==> src/hdl/kwu_pkg.sv <==
// Notes on behaviour
// [RULE1] Each key pin enabled by own bit
// [RULE2] Enables bits 7..4 at 0F88H, reset zero
// [RULE3] Enable bits are write-only, read zero
// [RULE4] Enabled low key pin releases stop mode
// [RULE5] Software checks enabled pins high first
// [RULE6] Release condition at entry skips stop, warms up
// [RULE7] Edge mode: key pins disabled or held high
// [RULE8] Dedicated release pin always a source
// [RULE9] Dedicated pin held low for key release
// [RULE10] Level mode: pin high/keys low; edge: rising
// [RULE11] Software sets key port pins as inputs
// [RULE12] Software disables analog input on key pins
// [RULE13] Dedicated pin shared with interrupt five releases
// [RULE14] Key request is OR of enable and low pin
`default_nettype none
package kwu_pkg;
	localparam logic [11:0] KWU_ENABLE_OFFS = 12'hf88; // Enable register
	localparam int KWU_EN_LSB = 4; // Key pin 0 enable position
	localparam int KWU_KEYS = 4; // Number of key pins
	localparam logic [3:0] KWU_EN_RESET = 4'h0; // Enables after reset
	localparam logic [7:0] KWU_READ_ZERO = 8'h00; // Read answer
	typedef enum {KWU_RUN, KWU_STOPPED, KWU_WARMUP} kwu_state_e;
endpackage : kwu_pkg
`default_nettype wire

==> src/hdl/kwu_sync.sv <==
`default_nettype none
// Two-flop synchroniser bank for asynchronous pins
module kwu_sync #(
	parameter int W = 5
) (
	input wire logic clk_i,
	input wire logic ce_i,
	input wire logic rst_i,
	input wire logic [W-1:0] d_i,
	output logic [W-1:0] q_o
);
	logic [W-1:0] meta_reg; // First stage, read only by second
	logic [W-1:0] meta_next;
	logic [W-1:0] q_next;
	// Next values: plain shift
	always_comb begin
		meta_next = d_i;
		q_next = meta_reg;
	end
	// Pins idle high after reset so no false wake is seen
	always_ff @(posedge clk_i) begin
		if (rst_i) begin
			meta_reg <= '1;
			q_o <= '1;
		end else if (ce_i) begin
			meta_reg <= meta_next;
			q_o <= q_next;
		end
	end
endmodule : kwu_sync
`default_nettype wire

==> src/hdl/kwu_top.sv <==
`default_nettype none
// Key-on wakeup control. The request gates the enables with the synchronised
// pins, so it follows the pins only while the clock runs.
// Limitation: the release check sees the pins through the two-flop
// synchroniser, so a clocked model of stop adds two cycles of latency.
// The dedicated release pin idles low and the key pins idle high; the
// synchroniser must come out of reset at each pin's idle level.
module kwu_top (
	input wire logic REF_CLK_I,
	input wire logic RST_I,
	input wire logic CE_I,
	input wire logic [11:0] ADDR_I,
	input wire logic [7:0] WDATA_I,
	input wire logic WR_I,
	input wire logic RD_I,
	output logic [7:0] RDATA_O,
	input wire logic [3:0] KEY_WAKE_PIN_I,
	input wire logic STOP_RELEASE_PIN_I,
	input wire logic STOP_ENTRY_I,
	input wire logic RELEASE_LEVEL_MODE_I,
	output logic KEY_WAKE_REQ_O,
	output logic STOP_MODE_O,
	output logic WARMUP_START_O
);
	logic [3:0] en_reg; // Key pin enables
	logic [3:0] en_next;
	logic [3:0] key_s; // Synchronised key pins
	logic rel_s; // Synchronised dedicated pin
	logic rel_n_s; // Same pin, inverted through the synchroniser
	logic rel_d_reg; // Previous dedicated pin level
	logic rel_d_next;
	logic [7:0] rdata_next;
	logic rel_cond; // Any release condition present
	logic rel_edge;
	kwu_pkg::kwu_state_e st_reg, st_next;

	// Address decode used by write path
	function automatic logic hit(input logic [11:0] a);
		hit = (a == kwu_pkg::KWU_ENABLE_OFFS);
	endfunction : hit

	kwu_sync #(.W(5)) u_sync (
		.clk_i(REF_CLK_I),
		.ce_i(CE_I),
		.rst_i(RST_I),
		// Dedicated pin goes through inverted: the bank resets high, which
		// must read as this pin's idle low, else a false edge follows reset
		.d_i({~STOP_RELEASE_PIN_I, KEY_WAKE_PIN_I}),
		.q_o({rel_n_s, key_s})
	);

	// Undo the inversion of the dedicated pin
	always_comb begin
		rel_s = ~rel_n_s; // RULE13
	end

	// Key request: AND-OR of enable and inverted pin
	always_comb begin
		KEY_WAKE_REQ_O = |(en_reg & ~key_s); // RULE14 RULE4 RULE1
	end

	// Release condition: level mode uses levels, edge mode the dedicated pin's rising edge plus key levels
	always_comb begin
		rel_edge = rel_s & ~rel_d_reg; // RULE10
		if (RELEASE_LEVEL_MODE_I) begin
			rel_cond = rel_s | KEY_WAKE_REQ_O; // RULE10 RULE13 RULE8
		end else begin
			// Keys still gate in edge mode; software must keep them idle
			rel_cond = rel_edge | KEY_WAKE_REQ_O; // RULE13
		end
	end

	// Register writes; reads always give zero since enables are write-only
	always_comb begin
		en_next = en_reg;
		rdata_next = kwu_pkg::KWU_READ_ZERO; // RULE3
		rel_d_next = rel_s;
		if (WR_I && hit(ADDR_I)) begin
			en_next = WDATA_I[kwu_pkg::KWU_EN_LSB +: 4]; // RULE2
		end
	end

	// Stop sequencing; entry is refused when release already pending
	always_comb begin
		st_next = st_reg;
		unique case (st_reg)
			kwu_pkg::KWU_RUN: begin
				if (STOP_ENTRY_I) begin
					// Entry check uses levels in both modes
					if (rel_s || KEY_WAKE_REQ_O) begin
						st_next = kwu_pkg::KWU_WARMUP; // RULE6
					end else begin
						st_next = kwu_pkg::KWU_STOPPED;
					end
				end
			end
			kwu_pkg::KWU_STOPPED: begin
				if (rel_cond) begin
					st_next = kwu_pkg::KWU_WARMUP; // RULE4
				end
			end
			kwu_pkg::KWU_WARMUP: begin
				// Warm-up is handed off to the clock generator
				st_next = kwu_pkg::KWU_RUN;
			end
		endcase
	end

	// Outputs follow state
	always_comb begin
		STOP_MODE_O = (st_reg == kwu_pkg::KWU_STOPPED);
		WARMUP_START_O = (st_reg == kwu_pkg::KWU_WARMUP);
	end

	// State registers
	always_ff @(posedge REF_CLK_I) begin
		if (RST_I) begin
			en_reg <= kwu_pkg::KWU_EN_RESET; // RULE2
			RDATA_O <= kwu_pkg::KWU_READ_ZERO;
			rel_d_reg <= 1'b0;
			st_reg <= kwu_pkg::KWU_RUN;
		end else if (CE_I) begin
			en_reg <= en_next;
			RDATA_O <= rdata_next;
			rel_d_reg <= rel_d_next;
			st_reg <= st_next;
		end
	end

	// Checks below watch only what this block drives. Cycles frozen by
	// the clock enable are left out of the antecedents, since state is
	// not meant to move on them; only a_freeze takes them, to check that.

	// A write to the enable register lands on the next edge
	a_enable_write: assert property (@(posedge REF_CLK_I) // RULE2
		disable iff (RST_I)
		CE_I && WR_I && hit(ADDR_I)
		|=> en_reg == $past(WDATA_I[kwu_pkg::KWU_EN_LSB +: 4]))
		else $error("enable write lost");

	// Reset clears every enable and returns to run
	a_reset_clear: assert property (@(posedge REF_CLK_I) // RULE2
		RST_I
		|=> en_reg == kwu_pkg::KWU_EN_RESET && st_reg == kwu_pkg::KWU_RUN)
		else $error("reset state wrong");

	// Enables never show on the read port
	a_read_zero: assert property (@(posedge REF_CLK_I) // RULE3
		disable iff (RST_I)
		RDATA_O == kwu_pkg::KWU_READ_ZERO)
		else $error("enable readable");

	// Request is the AND-OR of enables and low pins
	a_key_req: assert property (@(posedge REF_CLK_I) // RULE14
		disable iff (RST_I)
		KEY_WAKE_REQ_O == |(en_reg & ~key_s))
		else $error("key request wrong");

	// An enabled low key ends stop on the next edge
	a_key_wake: assert property (@(posedge REF_CLK_I) // RULE4
		disable iff (RST_I)
		CE_I && STOP_MODE_O && KEY_WAKE_REQ_O |=> WARMUP_START_O)
		else $error("no key wake");

	// Without a release condition stop holds
	a_stop_hold: assert property (@(posedge REF_CLK_I) // RULE4
		disable iff (RST_I)
		CE_I && STOP_MODE_O && !rel_cond |=> STOP_MODE_O)
		else $error("stop left without cause");

	// Entry with a release pending goes straight to warm-up
	a_entry_skip: assert property (@(posedge REF_CLK_I) // RULE6
		disable iff (RST_I)
		CE_I && st_reg == kwu_pkg::KWU_RUN && STOP_ENTRY_I
		&& (rel_s || KEY_WAKE_REQ_O) |=> WARMUP_START_O)
		else $error("stop entered despite release");

	// Entry with nothing pending does reach stop
	a_entry_clean: assert property (@(posedge REF_CLK_I) // RULE6
		disable iff (RST_I)
		CE_I && st_reg == kwu_pkg::KWU_RUN && STOP_ENTRY_I
		&& !rel_s && !KEY_WAKE_REQ_O |=> STOP_MODE_O)
		else $error("stop entry lost");

	// Level mode: a high dedicated pin releases
	a_level_pin: assert property (@(posedge REF_CLK_I) // RULE10
		disable iff (RST_I)
		CE_I && STOP_MODE_O && RELEASE_LEVEL_MODE_I && rel_s
		|=> !STOP_MODE_O)
		else $error("level release missed");

	// Edge mode: a rising edge of the dedicated pin releases
	a_edge_pin: assert property (@(posedge REF_CLK_I) // RULE10 RULE13
		disable iff (RST_I)
		CE_I && STOP_MODE_O && !RELEASE_LEVEL_MODE_I && rel_s && !rel_d_reg
		|=> WARMUP_START_O)
		else $error("edge release missed");

	// Warm-up start is a single-cycle hand-off
	a_warm_short: assert property (@(posedge REF_CLK_I) // RULE6
		disable iff (RST_I)
		CE_I && WARMUP_START_O |=> !WARMUP_START_O)
		else $error("warmup stuck");

	// A low clock enable freezes enables and sequencing
	a_freeze: assert property (@(posedge REF_CLK_I) // RULE2
		disable iff (RST_I)
		!CE_I |=> $stable(en_reg) && $stable(st_reg))
		else $error("state moved while frozen");

	// Main scenarios
	c_key_wake: cover property (@(posedge REF_CLK_I)
		STOP_MODE_O ##1 WARMUP_START_O);
	c_skip: cover property (@(posedge REF_CLK_I)
		STOP_ENTRY_I && KEY_WAKE_REQ_O);
	c_write: cover property (@(posedge REF_CLK_I) WR_I && hit(ADDR_I));
	c_read: cover property (@(posedge REF_CLK_I) RD_I && hit(ADDR_I));
endmodule : kwu_top
`default_nettype wire

==> config.mk <==
export PLATFORM = sky130hd
export DESIGN_NAME = kwu_top
export DESIGN_NICKNAME = d
export VERILOG_FILES = /design/src/hdl/kwu_pkg.sv /design/src/hdl/kwu_sync.sv /design/src/hdl/kwu_top.sv
export SDC_FILE = /design/constraint.sdc
export NUM_CORES = 1
export LEC_CHECK = 0
export BUFFER_PORTS_ARGS = -buffer_cell sky130_fd_sc_hd__buf_2
export CAP_MARGIN = 20
export CELL_PAD_IN_SITES_DETAIL_PLACEMENT = 0
export CELL_PAD_IN_SITES_GLOBAL_PLACEMENT = 2
export CORE_MARGIN = 2
export CORE_UTILIZATION = 29
export CTS_BUF_LIST = sky130_fd_sc_hd__clkbuf_2
export DETAILED_ROUTE_END_ITERATION = 10
export PLACE_DENSITY = 0.95
export SYNTH_ARGS = -nofsm -noshare
export SYNTH_HDL_FRONTEND = slang
export SYNTH_HIERARCHICAL = 1
export SYNTH_SLANG_ARGS = --single-unit
==> constraint.sdc <==
create_clock -name REF_CLK_I -period 3.4 [get_ports REF_CLK_I]
set_input_delay 0.85 -clock REF_CLK_I [delete_from_list [all_inputs] [get_ports REF_CLK_I]]
set_output_delay 0.85 -clock REF_CLK_I [all_outputs]
set_load 0.005 [all_outputs]
==> impl_results.md, run 1 <==
- Die ar.: 0.00352 mm^2
- CTS tree: yes
- Register area: 340 um^2
- Post-synth EDFFs: 0
- PD cells: 371 mW/mm^2
- Worst Path Arrival: 2.48 ns
- Internal: 282 uW
- Vias/cell: 4.38
- CTS clk-pin slew, worst paths: 0.15 ns
- Count of cell types in the netlist: 29
- CP startpoint kind: input pin
- Vias in the first global route: 636
- Async SR Flop Fraction: 0%
- Synth Register Bits: 17
- Cells resized by post-CTS repair: 0
- Io pins: 43
- Avg Cell Area, Syn: 9.87 um^2
- Seq pwr share: 57.6%
- Sequential share of the synthesized area: 38.3%
- Starting Density: 29.8%
- Status: finished clean
- Most frequent cell after synthesis: dfxtp_1
- CP Max Fanout: 27
- First-pass GRT wire length: 2.42 mm
- Crit-path slowest cell: or4b_4
- Critical path capture point type: flip-flop
- Initial drt markers: 7
- Area of the multi-input gates: 458 um^2
- Fin crit period: 2.30 ns
- Wire per inst: 10.1 um
- Worst vdd ir: 0.194 mV
- Clock latency on the worst-skew pair: 0.28 ns
- Via count: 662
- Max incr delay on CP: 0.53 ns
- Total GRT Usage: 8.77%
- Layout cells sized above 1: 32.2%
- Mapped Cells: 90
- CP bufs+invs: 1
- Port Buffers: 29
- Post-placement cell area: 0.00101 mm^2
- P_leak: 0.000461 uW
- Number of setup buffers added after CTS: 0
- Placeable Area: 0.00298 mm^2
- Predominant post-synthesis flop cell: dfxtp_1
- Initial antenna violation count: 0
- Final antenna-violating net count: 0
- Design area: 0.00103 mm^2
- Cell area after synthesis: 888 um^2
- NetSw: 99.3 uW
- Fmax: 436 MHz
- Total CTS buffers: 3
- Die height: 59.3 um
- Top cells by count, synth: 17 x dfxtp_1, 10 x a211o_1, 10 x nor2b_1
- # diodes: 0
- WP data required: 3.58 ns
- Drc violations: 0
- Largest net degree at the start of global routing: 28
- Leading area contributor after synthesis: dfxtp_1
- Synth top area share: 38.3%
- GPL Wtd Cong: 0.669
- CTS Buffer Depth: 2
- Detailed placement HPWL: 1.18 mm
- Worst Clk Skew: 0.00693 ns
- Min-delay worst type: flip-flop to flip-flop
- Endpoints failing hold: 0
- Critical path, cell by cell: buf_2 > or4b_4 > nor4_4 > mux2i_1 > nor2_1
- RSZ-0062 raised after global routing: false
- Clk pwr share: 23.0%
- Sw Ratio: 26.1%
- CP Class: input pin to flip-flop
- Setup TNS: 0 ns
- Nets: 154
- Reg2Reg Setup Slack: 1.98 ns
- Worst Slack Setup Final: 1.10 ns
- Area Growth Syn to Fin: 15.6%
- Setup-failing EPs final: 0
- Cts-stage hold buffer count: 0
- Final wirelength: 1.53 mm
- 1st-pass router iterations: 2
- Top cells by area, synth: dfxtp_1 38%, a211o_1 9.9%, nor2b_1 7.0%
- Fill cell count: 308
- Hold Crit Start: u_sync/meta_reg[2]
- CTS Sinks: 17
- Cell family with most CP delay: simple AND/OR/NAND/NOR gates
- Min Hold Slack: 0.475 ns
- Synth warn: 6
- Die Wd: 59.3 um
- Dpl ws: 0.763 ns
- Final Cycle Share: 67.5%
- Worst r2r src: st_reg[0]
- Cell Rows: 20
- Congestion Overflow GR: 0
- Root buffer cell: clkbuf_2
- Slew Limit Fails: 0
- H-tree depth: 1
- Logic pwr share: 19.4%
- Max_cap viols: 0
- CP Launch Point: CE_I
- Total power: 381 uW
[cells in the final DEF, fill, tap and decap left out, drive strengths merged]
cell / netlist / layout
and2b: 1 / 1
or4bb: 1 / 1
mux2i: 4 / 4
nand4: 1 / 1
conb: 1 / 8
nand2b: 5 / 5
inv: 6 / 6
nand4b: 1 / 1
o21ai: 2 / 2
or4b: 1 / 1
dfxtp: 17 / 17
nor4: 1 / 1
a211oi: 1 / 1
ha: 3 / 3
o2111ai: 1 / 1
a211o: 10 / 10
a21oi: 1 / 1
o22ai: 1 / 1
clkbuf: 2 / 4
buf: 10 / 29
a2111oi: 1 / 1
a32o: 1 / 1
nand2: 1 / 1
and4b: 1 / 1
nor2b: 10 / 10
nor2: 6 / 6
[layout make-up]
type,count,area share (%)
multi-input cells,62,44.6
flip-flops and latches,17,33.1
repair buffers,29,14.1
well taps,33,4.02
inverters,6,2.19
clock buffers,4,1.95
[kinds of logic after synthesis]
family          count (synthesis)  share of synthesized area [%]
other cells                     1                          0.422
mux                             4                           4.51
compound gates                 18                           16.2
buf+inv                        18                           13.1
fa+ha+maj                       3                           4.23
flops                          17                           38.3
simple gates                   29                           23.2
[layer usage]
| metal | wire (um) | global-route usage (%) | vias up |
|---|---|---|---|
| li1 | - | - | 351 |
| met1 | 717 | 10.3 | 282 |
| met2 | 680 | 15.4 | 27 |
| met3 | 123 | 1.53 | 2 |
| met4 | 6 | 3.90 | 0 |
| met5 | 0 | 0 | - |
[power groups by stage]
stage / clock, uW / sequential, uW / combinational [uW]
floorplan: 0 / 222 / 58.0
global placement: 0 / 224 / 71.4
detailed placement: 0 / 224 / 74.4
CTS: 93.7 / 220 / 74.7
global route: 99.2 / 222 / 84.3
finish: 87.8 / 219 / 74.0
[metrics by stage]
stage,cells,utilization [%]
2_1_floorplan,97,-
3_3_place_gp,147,33.8
3_5_place_dp,147,33.8
4_1_cts,151,34.5
5_1_grt,151,34.5
6_report,151,34.5
[worst paths after layout]
path	endpoint	depth (start not counted)
setup / recovery	en_reg[1]	5
hold / removal	u_sync/q_o[2]	1
setup reg to reg	st_reg[1]	6
hold reg to reg	u_sync/q_o[2]	1
No activity file was read; power rests on OpenSTA's default activity.
==> inputs of run 2 (changes only) <==
ABC_AREA = 1   (was not set)
CORE_UTILIZATION = 21   (was 29)
PLACE_DENSITY = 0.84   (was 0.95)
clock period = 1.91 ns   (was 3.4 ns; I/O delays follow)
==> run 2 against run 1 <==
Global-route usage shrank 0.72 points. Critical endpoint is now KEY_WAKE_REQ_O. Synthesized cell count grew 40%. Worst setup slack lost 0.86 ns. Clock skew shrank 0.0067 ns. Largest power group unchanged. Largest cell class unchanged. Area after synthesis shrank 2.3%.
==> impl_results.md, run 2 <==
- Async SR Flop Fraction: 0% (unchanged)
- Synth warn: 6 (unchanged)
- CTS tree: yes (unchanged)
- Top cells by count, synth: 33 x nand2_1, 18 x inv_1, 17 x dfxtp_1, 17 x nor2_1, 10 x nand3_1 (was 17 x dfxtp_1, 10 x a211o_1, 10 x nor2b_1)
- Most frequent cells in the layout: 33 x nand2_1, 29 x buf_2, 18 x inv_1 (was 29 x buf_2, 17 x dfxtp_1, 10 x nor2b_1, 10 x a211o_1, 8 x conb_1)
- Wire per inst: 8.14 um (was 10.1 um)
- Root buffer cell: clkbuf_2 (unchanged)
- Status: finished clean (unchanged)
- Clock latency on the worst-skew pair: 0.30 ns (was 0.28 ns)
- M1 GR Usage: 9.84% (was 10.3%)
- Most frequent cell after synthesis: nand2_1 (was dfxtp_1)
- Logic pwr share: 19.4% (about the same)
- First-pass GRT wire length: 2.80 mm (was 2.42 mm)
- NetSw: 204 uW (was 99.3 uW)
- Area Growth Syn to Fin: 21.3% (was 15.6%)
- Avg Cell Area, Syn: 6.89 um^2 (was 9.87 um^2)
- Vias/cell: 3.69 (was 4.38)
- WP data required: 1.43 ns (was 3.58 ns)
- CP startpoint kind: flip-flop (was input pin)
- Synth top area share: 39.2% (was 38.3%)
- Detailed placement HPWL: 1.29 mm (was 1.18 mm)
- Sw Ratio: 29.6% (was 26.1%)
- Routing usage on met2: 13.1% (was 15.4%)
- CTS Sinks: 17 (unchanged)
- # diodes: 0 (unchanged)
- Total GRT Usage: 8.05% (was 8.77%)
- Congestion Overflow GR: 0 (unchanged)
- Clk pwr share: 24.5% (was 23.0%)
- Total CTS buffers: 3 (unchanged)
- RSZ-0062 raised after global routing: false (unchanged)
- CTS Buffer Depth: 2 (unchanged)
- Busiest layer in global routing: met2 (unchanged)
- Min-delay worst type: input pin to flip-flop (was flip-flop to flip-flop)
- Port Buffers: 29 (unchanged)
- Die ar.: 0.00467 mm^2 (was 0.00352 mm^2)
- Predominant post-synthesis flop cell: dfxtp_1 (unchanged)
- Final antenna-violating net count: 0 (unchanged)
- Fin crit period: 1.67 ns
- Grt met3 use: 4.11% (was 1.53%)
- Nets: 193 (was 154)
- Largest net degree at the start of global routing: 16 (was 28)
- Io pins: 43 (unchanged)
- Final wirelength: 1.68 mm (was 1.53 mm)
- Cts-stage hold buffer count: 0 (unchanged)
- Setup-failing EPs final: 0 (unchanged)
- Cells resized by post-CTS repair: 0 (unchanged)
- Layout cells sized above 1: 24.2% (was 32.2%)
- Seq pwr share: 56.1% (was 57.6%)
- Mapped Cells: 126 (was 90)
- Final Cycle Share: 87.3%
- P_leak: 0.000598 uW (was 0.000461 uW)
- Worst Clk Skew: 0.000268 ns (was 0.00693 ns)
- GPL Wtd Cong: 0.728 (was 0.669)
- Vias in the first global route: 682 (was 636)
- Cell area after synthesis: 868 um^2 (was 888 um^2)
- Number of setup buffers added after CTS: 0 (unchanged)
- Sequential share of the synthesized area: 39.2% (was 38.3%)
- Max_cap viols: 0 (unchanged)
- Leading area contributor after synthesis: dfxtp_1 (unchanged)
- Count of cell types in the netlist: 18 (was 29)
- Most frequent standard cell in the layout excluding fill and tap cells: nand2_1 (was buf_2)
- CP Class: flip-flop to output pin (was input pin to flip-flop)
- Fmax: 600 MHz
- Top cells by area, synth: dfxtp_1 39%, nand2_1 14%, inv_1 7.8% (was dfxtp_1 38%, a211o_1 9.9%, nor2b_1 7.0%)
- Endpoints failing hold: 0 (unchanged)
- Initial antenna violation count: 0 (unchanged)
- Dpl ws: 0.439 ns (was 0.763 ns)
- 1st-pass router iterations: 4 (was 2)
- PD cells: 656 mW/mm^2 (was 371 mW/mm^2)
- Cell Rows: 23 (was 20)
- Worst Slack Setup Final: 0.242 ns (was 1.10 ns)
- Via count: 763 (was 662)
- CP Max Fanout: 3 (was 27)
- Design area: 0.00105 mm^2 (was 0.00103 mm^2)
- Post-placement cell area: 0.00103 mm^2 (was 0.00101 mm^2)
- Initial drt markers: 35 (was 7)
- Synth Register Bits: 17 (unchanged)
- Worst Path Arrival: 1.19 ns (was 2.48 ns)
- Drc violations: 0 (unchanged)
- H-tree depth: 1 (unchanged)
- Die Wd: 68.3 um (was 59.3 um)
- Worst vdd ir: 0.324 mV (was 0.194 mV)
- Slew Limit Fails: 0 (unchanged)
- Die height: 68.3 um (was 59.3 um)
- Setup TNS: 0 ns (unchanged)
- Post-synth EDFFs: 0 (unchanged)
- CTS clk-pin slew, worst paths: 0.17 ns (was 0.15 ns)
- Starting Density: 21.7% (was 29.8%)
- Internal: 487 uW (was 282 uW)
- Critical path capture point type: output pin (was flip-flop)
- Placeable Area: 0.00400 mm^2 (was 0.00298 mm^2)
==> run 2: cells by family after synthesis <==
kind of cell	count (synthesis)	synth area share, %
compound gates	9	6.92
buf+inv	30	17.4
flops	17	39.2
fa+ha+maj	3	4.32
simple gates	66	31.7
other cells	1	0.432
==> run 2: area by class of cell <==
type / instances / area [um^2]
Inverter: 21 / 80.1
Multi-Input combinational cell: 86 / 403
Clock buffer: 3 / 15.0
Sequential cell: 17 / 340
Tap cell: 50 / 62.6
Fill cell: 457 / 2950
Clock inverter: 1 / 7.51
Timing Repair Buffer: 29 / 145
==> run 2: worst paths after layout <==
check	start	cells after the start	slack, ns	end
min	KEY_WAKE_PIN_I[0]	3	0.37	u_sync/meta_reg[0]
max	u_sync/q_o[2]	6	0.24	KEY_WAKE_REQ_O
min reg2reg	u_sync/q_o[3]	2	0.48	u_sync/q_o[3]
max reg2reg	st_reg[0]	7	0.67	st_reg[0]
==> run 2: critical path, cell delays in order (launching register included) <==
cell	delay, ns
dfxtp_1	0.37
inv_1	0.04
nand2_1	0.04
nand2_1	0.05
nor2_1	0.18
inv_1	0.08
buf_2	0.13
==> run 2: routing by layer <==
metal / up-vias / part of all wire, %
met5: - / 0
met4: 0 / 0
met3: 0 / 13
met2: 37 / 37
met1: 296 / 50
li1: 430 / -
==> run 2: power groups by stage <==
stage	registers, uW	logic, uW	clock network, uW
2_1_floorplan	393	101	0
3_3_place_gp	394	135	0
3_5_place_dp	395	135	0
4_1_cts	388	136	179
5_1_grt	392	161	197
6_report	388	134	169
==> run 2: per-stage QoR <==
stage / hold WS (ns) / power [uW] / instances / utilization, %
global placement: 0.442 / 529 / 203 / 25.8
CTS: 0.353 / 703 / 207 / 26.3
global route: 0.343 / 750 / 207 / 26.3
floorplan: 0.429 / 494 / 133 / -
finish: 0.368 / 691 / 207 / 26.3
detailed placement: 0.445 / 530 / 203 / 25.8
